`src/common/uth_pkg.sv`:
```
// Shared constants for the host-mode transmit endpoint control block.
// Assumes a 32-bit APB with word-aligned registers; a printed offset is an index.
package uth_pkg;

  // Register indices (byte address is four times the index)
  localparam logic [9:0] IDX_CSRH = 10'h113;
  localparam logic [9:0] IDX_TXCTL = 10'h110;
  localparam logic [9:0] IDX_MAXP = 10'h114;
  localparam logic [9:0] IDX_FILL = 10'h115;
  localparam logic [9:0] IDX_IRQ_STAT = 10'h118;
  localparam logic [9:0] IDX_IRQ_EN = 10'h119;
  localparam logic [9:0] IDX_IRQ_CLR = 10'h11a;

  // Control high byte field positions
  localparam int B_AUTO = 7;
  localparam int B_RSVD = 6;
  localparam int B_MODE = 5;
  localparam int B_DMA_REQUEST_ENABLE = 4;
  localparam int B_FORCE = 3;
  localparam int B_DMA_INTERRUPT_MODE = 2;
  localparam int B_TWE = 1;
  localparam int B_TOGGLE = 0;

  // Transmit control register field positions
  localparam int B_READY = 0;
  localparam int B_SHARED = 1;

  // Interrupt status field positions
  localparam int B_EV_SENT = 0;
  localparam int B_EV_DMA = 1;
  localparam int B_EV_FORCE = 2;
  localparam int EV_W = 3;

  // Widths and reset values
  localparam int MAXP_W = 11;
  localparam logic [7:0] CSRH_RST = 8'h00;
  localparam logic [MAXP_W-1:0] MAXP_RST = 11'h040;
  localparam logic [EV_W-1:0] IRQ_EN_RST = 3'h0;

endpackage : uth_pkg

```
`src/hdl/uth_ctrl_high.sv`:
```
// Host-mode transmit endpoint control high byte with its APB slave.
// Assumes APB signals and endpoint strobes are synchronous to clk.
// Operation
// - With auto-ready set, a full max-size packet sets packet-ready by itself.
// - Bit 6 is reserved, reads zero, writes are dropped.
// - Direction bit: zero receive, one transmit.
// - Direction matters only when the endpoint FIFO is shared.
// - DMA request enable gates the endpoint's DMA request line.
// - Writing one to force-toggle flips the toggle and flushes the packet.
// - DMA interrupt mode: zero per packet, one at whole transfer end.
// - Toggle write needs write-enable high; enable clears after the write.
// - Reading the toggle bit returns the present data toggle.
// - Toggle writes with write-enable low are ignored.
// - Register at index 0x113, all fields reset to zero.
// - Software sets packet-ready after loading; hardware clears it once sent.
module uth_ctrl_high (
  input wire logic clk,
  input wire logic rst_n,
  input wire logic psel,
  input wire logic penable,
  input wire logic pwrite,
  input wire logic [11:0] paddr,
  input wire logic [31:0] pwdata,
  output logic [31:0] prdata,
  output logic pready,
  output logic pslverr,
  input wire logic fifo_byte_load,
  input wire logic pkt_acked,
  input wire logic dma_pkt_done,
  input wire logic dma_xfer_done,
  output logic tx_packet_ready,
  output logic fifo_flush,
  output logic dma_req,
  output logic dir_tx,
  output logic data_toggle,
  output logic irq
);

  // Byte address of a register index
  function automatic logic [11:0] addr_of(input logic [9:0] idx);
    addr_of = {idx, 2'b00};
  endfunction : addr_of

  // Stored control fields
  logic auto_ready_on_full_packet_r;
  logic mode_tx_r;
  logic dma_request_enable_r;
  logic dma_interrupt_mode_r;
  logic data_toggle_state_r;
  logic data_toggle_state_nxt;
  logic tx_packet_ready_r;
  logic tx_packet_ready_nxt;
  logic shared_fifo_r;
  logic [uth_pkg::MAXP_W-1:0] tx_max_packet_size_r;
  logic [uth_pkg::EV_W-1:0] irq_en_r;

  // Bus-side and endpoint-facing output registers
  logic pready_r;
  logic pslverr_r;
  logic [31:0] prdata_r;
  logic flush_r;
  logic dma_req_r;
  logic dir_tx_r;

  // Decode
  logic access;
  logic wr_en;
  logic rd_en;
  logic sel_csrh;
  logic sel_txctl;
  logic sel_maxp;
  logic sel_fill;
  logic sel_stat;
  logic sel_en;
  logic sel_clr;
  logic mapped;
  logic wr_csrh;
  logic wr_txctl;

  // Endpoint events and helpers
  logic force_flip;
  logic toggle_wr;
  logic full_pulse;
  logic dma_event;
  logic sw_ready_set;
  logic [uth_pkg::MAXP_W-1:0] fill_count;
  logic [uth_pkg::EV_W-1:0] irq_status;
  logic [uth_pkg::EV_W-1:0] irq_events;
  logic [uth_pkg::EV_W-1:0] irq_clear;
  logic [7:0] csrh_view;
  logic [31:0] rd_mux;

  // One wait state: the access phase completes when registered pready is high
  assign access = psel && penable && pready_r;
  assign wr_en = access && pwrite;
  assign rd_en = access && !pwrite;

  // Address decode on the full word address
  assign sel_csrh = (paddr == addr_of(uth_pkg::IDX_CSRH));
  assign sel_txctl = (paddr == addr_of(uth_pkg::IDX_TXCTL));
  assign sel_maxp = (paddr == addr_of(uth_pkg::IDX_MAXP));
  assign sel_fill = (paddr == addr_of(uth_pkg::IDX_FILL));
  assign sel_stat = (paddr == addr_of(uth_pkg::IDX_IRQ_STAT));
  assign sel_en = (paddr == addr_of(uth_pkg::IDX_IRQ_EN));
  assign sel_clr = (paddr == addr_of(uth_pkg::IDX_IRQ_CLR));
  assign mapped = sel_csrh | sel_txctl | sel_maxp | sel_fill |
                  sel_stat | sel_en | sel_clr;
  assign wr_csrh = wr_en && sel_csrh;
  assign wr_txctl = wr_en && sel_txctl;

  // Force-toggle is a self-clearing strobe, it never stays set
  assign force_flip = wr_csrh && pwdata[uth_pkg::B_FORCE];
  // Toggle value is accepted only with write-enable set in the same write
  assign toggle_wr = wr_csrh && pwdata[uth_pkg::B_TWE];

  // A directed write sets the value; a forced flip inverts whatever results
  assign data_toggle_state_nxt =
    (toggle_wr ? pwdata[uth_pkg::B_TOGGLE] :
     pkt_acked ? !data_toggle_state_r : data_toggle_state_r)
    ^ force_flip;

  // Software set of packet-ready through the transmit control register
  assign sw_ready_set = wr_txctl && pwdata[uth_pkg::B_READY];

  // Clears first, then sets, so a set landing with a clear is kept
  assign tx_packet_ready_nxt =
    ((tx_packet_ready_r && !pkt_acked && !force_flip)
     || sw_ready_set
     || (auto_ready_on_full_packet_r && full_pulse));

  // DMA interrupt event chosen by the interrupt mode bit
  assign dma_event = dma_interrupt_mode_r ? dma_xfer_done : dma_pkt_done;

  assign irq_events[uth_pkg::B_EV_SENT] = pkt_acked && tx_packet_ready_r;
  assign irq_events[uth_pkg::B_EV_DMA] = dma_event;
  assign irq_events[uth_pkg::B_EV_FORCE] = force_flip;
  assign irq_clear = (wr_en && sel_clr) ? pwdata[uth_pkg::EV_W-1:0] : '0;

  // Read view of the control high byte; write-enable never reads back set
  // because it clears in the same cycle as the toggle write it permits.
  assign csrh_view = {auto_ready_on_full_packet_r,
                      1'b0,
                      mode_tx_r,
                      dma_request_enable_r,
                      1'b0,
                      dma_interrupt_mode_r,
                      1'b0,
                      data_toggle_state_r};

  // Read data mux; unmapped addresses read zero
  assign rd_mux =
    sel_csrh ? {24'h000000, csrh_view} :
    sel_txctl ? {30'h0, shared_fifo_r, tx_packet_ready_r} :
    sel_maxp ? {21'h0, tx_max_packet_size_r} :
    sel_fill ? {21'h0, fill_count} :
    sel_stat ? {29'h0, irq_status} :
    sel_en ? {29'h0, irq_en_r} : 32'h00000000;

  // Byte counter for the packet in the FIFO, restarted by a flush
  uth_fill_count u_fill (
    .clk(clk),
    .rst_n(rst_n),
    .load(fifo_byte_load),
    .clear(force_flip),
    .max_size(tx_max_packet_size_r),
    .count(fill_count),
    .full_pulse(full_pulse)
  );

  // Sticky endpoint events onto one level interrupt
  uth_irq u_irq (
    .clk(clk),
    .rst_n(rst_n),
    .events(irq_events),
    .clear(irq_clear),
    .enable(irq_en_r),
    .status(irq_status),
    .irq(irq)
  );

  // APB handshake: pready rises for the second access cycle, drops after it
  always_ff @(posedge clk or negedge rst_n) begin
    if (!rst_n) begin
      pready_r <= 1'b0;
      pslverr_r <= 1'b0;
      prdata_r <= 32'h00000000;
    end else begin
      pready_r <= psel && penable && !pready_r;
      pslverr_r <= psel && penable && !pready_r && !mapped;
      prdata_r <= (psel && penable && !pready_r && !pwrite) ? rd_mux : 32'h00000000;
    end
  end

  // Control high byte fields, zero after reset
  always_ff @(posedge clk or negedge rst_n) begin
    if (!rst_n) begin
      auto_ready_on_full_packet_r <= uth_pkg::CSRH_RST[uth_pkg::B_AUTO];
      mode_tx_r <= uth_pkg::CSRH_RST[uth_pkg::B_MODE];
      dma_request_enable_r <= uth_pkg::CSRH_RST[uth_pkg::B_DMA_REQUEST_ENABLE];
      dma_interrupt_mode_r <= uth_pkg::CSRH_RST[uth_pkg::B_DMA_INTERRUPT_MODE];
    end else if (wr_csrh) begin
      auto_ready_on_full_packet_r <= pwdata[uth_pkg::B_AUTO];
      mode_tx_r <= pwdata[uth_pkg::B_MODE];
      dma_request_enable_r <= pwdata[uth_pkg::B_DMA_REQUEST_ENABLE];
      dma_interrupt_mode_r <= pwdata[uth_pkg::B_DMA_INTERRUPT_MODE];
    end
  end

  // Data toggle and packet-ready state
  always_ff @(posedge clk or negedge rst_n) begin
    if (!rst_n) begin
      data_toggle_state_r <= uth_pkg::CSRH_RST[uth_pkg::B_TOGGLE];
      tx_packet_ready_r <= 1'b0;
    end else begin
      data_toggle_state_r <= data_toggle_state_nxt;
      tx_packet_ready_r <= tx_packet_ready_nxt;
    end
  end

  // Own configuration: shared FIFO flag, max packet size, interrupt enables
  always_ff @(posedge clk or negedge rst_n) begin
    if (!rst_n) begin
      shared_fifo_r <= 1'b0;
      tx_max_packet_size_r <= uth_pkg::MAXP_RST;
      irq_en_r <= uth_pkg::IRQ_EN_RST;
    end else begin
      if (wr_txctl) shared_fifo_r <= pwdata[uth_pkg::B_SHARED];
      if (wr_en && sel_maxp) tx_max_packet_size_r <= pwdata[uth_pkg::MAXP_W-1:0];
      if (wr_en && sel_en) irq_en_r <= pwdata[uth_pkg::EV_W-1:0];
    end
  end

  // Endpoint-facing outputs, all registered.
  // A dedicated transmit FIFO always faces transmit, whatever the mode bit says.
  // DMA asks for data only while no packet waits, so the FIFO is not overrun.
  always_ff @(posedge clk or negedge rst_n) begin
    if (!rst_n) begin
      flush_r <= 1'b0;
      dma_req_r <= 1'b0;
      dir_tx_r <= 1'b1;
    end else begin
      flush_r <= force_flip;
      dir_tx_r <= shared_fifo_r ? mode_tx_r : 1'b1;
      dma_req_r <= dma_request_enable_r && dir_tx_r && !tx_packet_ready_nxt;
    end
  end

  assign prdata = prdata_r;
  assign pready = pready_r;
  assign pslverr = pslverr_r;
  assign tx_packet_ready = tx_packet_ready_r;
  assign fifo_flush = flush_r;
  assign dma_req = dma_req_r;
  assign dir_tx = dir_tx_r;
  assign data_toggle = data_toggle_state_r;

endmodule : uth_ctrl_high

```
`src/hdl/uth_fill_count.sv`:
```
// Byte counter for the packet being loaded into the transmit FIFO.
// Assumes one load strobe per byte, synchronous to clk.
module uth_fill_count (
  input wire logic clk,
  input wire logic rst_n,
  input wire logic load,
  input wire logic clear,
  input wire logic [uth_pkg::MAXP_W-1:0] max_size,
  output logic [uth_pkg::MAXP_W-1:0] count,
  output logic full_pulse
);

  logic [uth_pkg::MAXP_W-1:0] count_r;
  logic [uth_pkg::MAXP_W-1:0] count_nxt;
  logic full_r;
  logic hit;

  // A full packet is reached on the byte that makes the count equal the limit
  assign hit = load && (max_size != '0) &&
               ((count_r + uth_pkg::MAXP_W'(1)) == max_size);
  assign count_nxt = clear ? '0 :
                     hit ? '0 :
                     load ? count_r + uth_pkg::MAXP_W'(1) : count_r;

  // Counter restarts after each full packet so the next one is counted afresh
  always_ff @(posedge clk or negedge rst_n) begin
    if (!rst_n) begin
      count_r <= '0;
      full_r <= 1'b0;
    end else begin
      count_r <= count_nxt;
      full_r <= hit && !clear;
    end
  end

  assign count = count_r;
  assign full_pulse = full_r;

endmodule : uth_fill_count

```
`src/hdl/uth_irq.sv`:
```
// Sticky interrupt status with enable mask and write-one-to-clear.
// Assumes event pulses and clear strobes are synchronous to clk.
module uth_irq (
  input wire logic clk,
  input wire logic rst_n,
  input wire logic [uth_pkg::EV_W-1:0] events,
  input wire logic [uth_pkg::EV_W-1:0] clear,
  input wire logic [uth_pkg::EV_W-1:0] enable,
  output logic [uth_pkg::EV_W-1:0] status,
  output logic irq
);

  logic [uth_pkg::EV_W-1:0] stat_r;
  logic [uth_pkg::EV_W-1:0] stat_nxt;
  logic irq_r;

  // Set beats clear so an event landing on a clear write is kept
  assign stat_nxt = (stat_r & ~clear) | events;

  always_ff @(posedge clk or negedge rst_n) begin
    if (!rst_n) begin
      stat_r <= '0;
      irq_r <= 1'b0;
    end else begin
      stat_r <= stat_nxt;
      irq_r <= |(stat_nxt & enable);
    end
  end

  assign status = stat_r;
  assign irq = irq_r;

endmodule : uth_irq

```
`config.mk`:
```
export PLATFORM = sky130hd
export DESIGN_NAME = uth_ctrl_high
export DESIGN_NICKNAME = d
export VERILOG_FILES = /design/src/common/uth_pkg.sv /design/src/hdl/uth_ctrl_high.sv /design/src/hdl/uth_fill_count.sv /design/src/hdl/uth_irq.sv
export SDC_FILE = /design/constraint.sdc
export NUM_CORES = 1
export LEC_CHECK = 0
export BUFFER_PORTS_ARGS = -buffer_cell sky130_fd_sc_hd__buf_2
export CAP_MARGIN = 25
export CORE_AREA = 2 2 84 86
export CTS_CLUSTER_SIZE = 14
export DETAILED_ROUTE_END_ITERATION = 8
export DIE_AREA = 0 0 86 88
export PLACE_DENSITY = 0.74
export SYNTH_ARGS = -nofsm -noshare
export SYNTH_HDL_FRONTEND = slang
export SYNTH_SLANG_ARGS = --single-unit
```
`constraint.sdc`:
```
create_clock -name clk -period 2 [get_ports clk]
set_input_delay 0.4 -clock clk [delete_from_list [all_inputs] [get_ports clk]]
set_output_delay 0.4 -clock clk [all_outputs]
set_load 0.01 [all_outputs]
```
== After elaboration in Yosys (flattened, before gate mapping) ==
Index checks and enable logic that the tools add are counted.
Storage, ports and cells
  register bits after elaboration: 53
  bits of input ports: 53
  output and inout bits: 40
  logic and storage cells: 89
Operators by class
  add/sub/neg operators: 1
  equality and inequality tests: 8
  multiplexer cells: 15
  bitwise operators: 11
  reduce and logical (&&, ||, !) cells: 35
Operators with widths (number)
  $mux W11: 8
  $eq A12 B11 Y1 const B: 7
  $logic_and A1 B1 Y1: 23
  $add A11 B1 Y11 const B: 1
  $eq A11 B11 Y1: 1
  $reduce_bool A11 Y1: 1
  $mux W3: 3
  $logic_not A1 Y1: 7
  $and A3 B3 Y3: 2
  $or A1 B1 Y1: 6
  $mux W1: 4
  $not A3 Y3: 1
  $or A3 B3 Y3: 1
  $reduce_bool A3 Y1: 1
  $reduce_or A3 Y1: 1
  $logic_or A1 B1 Y1: 2
  $xor A1 B1 Y1: 1

== Longest topological paths before layout ==
  depth in word-level cells: 11
  gate-level depth with buffers: 9
  mapped depth without buffers: 7

== Modules after synthesis ==
A second synthesis with hierarchy kept.
Second synthesis, totals
  cell total of the unflattened synthesis: 304
  area, all modules: 3205.6 um2
Modules (own cells, without submodules)
  uth_ctrl_high: instances 1, cells an instance 192, area each 2119.5 um2, seq. area each 928.4 um2
  uth_fill_count: instances 1, cells an instance 100, area each 933.4 um2, seq. area each 300.3 um2
  uth_irq: instances 1, cells an instance 12, area each 152.6 um2, seq. area each 100.1 um2

== Worst setup path before layout ==
No wires, ideal clock.
  kind: register -> register
  from: register u_fill.count_r, in the netlist u_fill.count[0]
  to: register u_fill.count_r, in the netlist u_fill.count[1]
  setup time: 0.139 ns
  arrival: 1.962 ns
  data required time: 1.861 ns
  path slack: -0.102 ns
  stages on the path, launching flop included: 8
  buffers on the path: 0
  period minus slack after synthesis: 2.102 ns
  cells stage by stage: dfrtp_1 > ha_1 > nand3_1 > nor2_1 > xnor2_1 > nand4_1 > nor4_4 > o31ai_1
On the way
  word-level cells in the longest chain between the ends: 5
  elaborated cells on any way between the ends: 7
  classes of those cells: add/sub: 1; eq/ne: 1; mux: 3; reduce/logical: 2
Ends and longest elaborated chain
  from (decl): RTL line uth_fill_count.sv:13  | logic [uth_pkg::MAXP_W-1:0] count_r;
  from (signal assigned): RTL line uth_fill_count.sv:31  | count_r <= count_nxt;
  $add A11 B1 Y11 *: RTL line uth_fill_count.sv:20, uth_fill_count.sv:23
  $eq A11 B11 Y1: RTL line uth_fill_count.sv:20  | ((count_r + uth_pkg::MAXP_W'(1)) == max_size);
  $logic_and A1 B1 Y1: RTL line uth_fill_count.sv:19  | assign hit = load && (max_size != '0) &&
  $mux W11: RTL line uth_fill_count.sv:22  | hit ? '0 :
  $mux W11: RTL line uth_fill_count.sv:21  | assign count_nxt = clear ? '0 :
Every way passes the cells marked *; elsewhere a longest branch is shown, timed or not. The select of a mux whose other input is x is not followed.
A chain may end at the register's enable or synchronous reset.

== Final worst setup path ==
Ends and elaborated chain as after synthesis.

==> flow_summary_export.csv <==
group,metric,value,unit
clock_network,cts_buffer_depth,2,
synthesis,synth.area.top_cells,"dfrtp_1 43%, mux2_2 6.8%, buf_4 6.0%, xnor2_1 3.8%, nor2_1 3.3%",
power_and_ir_drop,fin_total_pwr,2.40,mW
timing,min_period,1960,ps
worst_setup_path,r2r_slack,40,ps
synthesis,synth_area,2990,um^2
synthesis,synth_top_area_share,42.7,%
placed_design,io_buffers,50,
timing,slew_violations,0,
synthesis,yosys-top-cells-count,"51 x dfrtp_1, 26 x nor2_1, 24 x buf_4",
global_route,grt_max_degree,54,
global_route,grt_first_pass_wirelength,12100,um
synthesis,synthCells,294,
synthesis,synth-adder-area-share,0.418,%
placed_design,gp_congestion,0.921,
global_route,grt_overflow,0,
floorplanning,die-area,7570,um^2
synthesis,synthXorXnorAreaFrac,5.56,%
drt,firstDrtPassIters,5,
finish,area_growth,24.3,%
global_route,use_met3,3.96,%
synthesis,ys_warn_count,0,
synthesis,yosys-mux-area-fraction,7.45,%
clock_network,ctsRootBufferMaster,"clkbuf_8",
clock_network,htree_levels,2,
timing,fin_ws,41.4,ps
drt,drt-wirelength-per-cell,16.2,um
floorplanning,die_width,86,um
synthesis,syn-mean-instance-area,10.2,um^2
drt,vias_per_cell,5.64,
synthesis,synth_area_leader_cell,"dfrtp_1",
clock_network,cts.clk_slew.worst_paths,100,ps
finish,final_nets,432,
finish,num_antenna_cells,0,
drt,wirelength,7450,um
finish,drive_gt1_share,37.7,%
global_route,grt_util_all_layers,20.5,%
timing,finalSetupViolCount,0,
drt,ant_nets,0,
timing,finalHoldViolCount,0,
status,outcome,"finished clean",
synthesis,ys_seq_area_share,44.4,%
worst_setup_path,path_max_fanout,6,
worst_setup_path,reg2reg_from,"u_fill.count[0]$_DFFE_PN0P_",
synthesis,yosysMostFrequentCell,"dfrtp_1",
clock_network,numCtsBuffers,5,
worst_setup_path,rr_endpoint,"u_fill.count[1]$_DFFE_PN0P_",
worst_setup_path,timing_worst_setup_path_type,"reg2reg",
clock_network,cts_tree,"yes",
power_and_ir_drop,irDropWorstVdd,594,uV
global_route,met2_usage,33.0,%
synthesis,synth_edf_count,0,
floorplanning,core,6640,um^2
clock_network,clkSinkCount,53,
timing,period_share,97.9,%
synthesis,synth_async_sr_flop_share,100,%
hold_path,hp-class,"in2async",
worst_setup_path,worstPathArrival,2160,ps
synthesis,synthSimpleGateAreaFrac,22.6,%
worst_setup_path,required,2200,ps
timing,fin_setup_tns,0,ps
placed_design,dp_hpwl,5580,um
worst_setup_path,timing.critical_path.from,"u_fill.count[0]$_DFFE_PN0P_",
timing,slew_headroom,67.0,%
drt,drt_iter0_drc,285,
global_route,busiest_layer,"met2",
timing,grt_setup_unrepaired,"true",
worst_setup_path,cp-start-kind,"register",
synthesis,synth_cell_type_count,57,
global_route,grt_pass1_vias,2459,
timing,finClkSkew,11.0,ps
drt,vias,2590,
placed_design,dp_slack,-142,ps
worst_setup_path,end_kind,"register",
global_route,use_met1,28.1,%
timing,timing.fmax,0.511,GHz
synthesis,synth_top_family_by_area,"simple AND/OR/NAND/NOR gates",
drt,drc_errors,0,
global_route,antenna_found_initial,0,
run,maxCapViolations,0,
floorplanning,start_util,45.0,%
floorplanning,die_y,88,um
power_and_ir_drop,p_per_area,646,nW/um^2
timing,worst_pin_slew,482,ps
clock_network,clock_latency,320,ps
synthesis,synth-main-ff-cell,"dfrtp_1",
clock_network,cts_hold_buf,0,
floorplanning,rows,30,
worst_setup_path,reg2reg_depth,9,
power_and_ir_drop,p_leak,1.77,nW
synthesis,synth_compound_area_share,11.3,%
synthesis,synth-seq-cells,53,
floorplanning,io-pin-count,93,
timing,holdWs,49.3,ps
-- where the power goes --
part           total (mW)  switching [mW]  leakage (nW)  internal [mW]
clock network       0.628           0.375        0.0447          0.253
registers            1.19          0.0719         0.711           1.12
logic               0.581           0.307          1.01          0.274
-- how the worst max path moves through the flow --
stage               slack [ps]                                   to
detailed placement        -140              irq_en_r[2]$_DFFE_PN0P_
CTS                        -50          u_fill.full_pulse$_DFF_PN0_
finish                      40          u_fill.count[1]$_DFFE_PN0P_
global route              -120          u_fill.count[1]$_DFFE_PN0P_
floorplan                    4  tx_max_packet_size_r[1]$_DFFE_PN0P_
global placement          -130              irq_en_r[1]$_DFFE_PN0P_
-- metal layers --
metal / vias to the layer above / share of wire [%]
met5: - / 0
met4: 0 / 2.0
met3: 14 / 7.2
met2: 118 / 47
met1: 1259 / 44
li1: 1199 / -
-- stage by stage --
step / util [%] / cell area, um^2 / std cells
after CTS: 55.2 / 3670 / 457
after global placement: 53.2 / 3530 / 448
after floorplan: - / 3110 / 314
after global routing: 55.9 / 3720 / 459
final: 55.9 / 3720 / 459
after detailed placement: 53.2 / 3530 / 448
-- repair_timing --
action,CTS,global route
endpoints found under the setup margin,12,12
setup buffers,1,2
resized for setup,7,7
pin swaps,4,3
endpoints found under the hold margin,0,0
-- sequential cells by signal, summed over array words and instances, names as in the netlist, 3 cells and up --
register,flops
tx_max_packet_size_r,11
irq_en_r,3
u_irq.status,3
prdata,11
u_fill.count,11
-- logic make-up (layout without fill, tap and decap cells) --
kind of cell	count (synthesis)	in the layout
compound gates	48	48
xor+xnor	19	19
fa+ha+maj	1	1
buf+inv	39	104
flops	53	53
mux	20	20
other cells	1	21
simple gates	113	113
-- cell type report --
type | instances | area (um^2)
inverter | 5 | 18.8
timing repair buffer | 91 | 587
clock inverter | 3 | 25.0
tap | 80 | 100
clock buffer | 5 | 68.8
sequential | 53 | 1330
fill | 579 | 2930
multi-input combinational | 222 | 1590
-- cells in the final DEF (no fill, tap or decap), drive strengths merged, types with 8 or more instances in the layout --
cell type  synthesis  routed
conb               1      21
nor3               8       8
o21ai              9       9
nand2             19      19
mux2              18      18
a22oi              8       8
dfrtp             51      51
xnor2             13      13
buf               28      91
nor2              26      26
nor4              12      12
nand3             11      11
-- critical path, stage by stage (launching register included) --
cell and delay (ps):
dfrtp_1 430, ha_4 180, nand3_4 100, nor2_2 160, xnor2_1 160, nand4_1 190, buf_4 200, nor4_4 160
buf_6 180, o31ai_1 80
No activity file was read; power rests on OpenSTA's default activity.
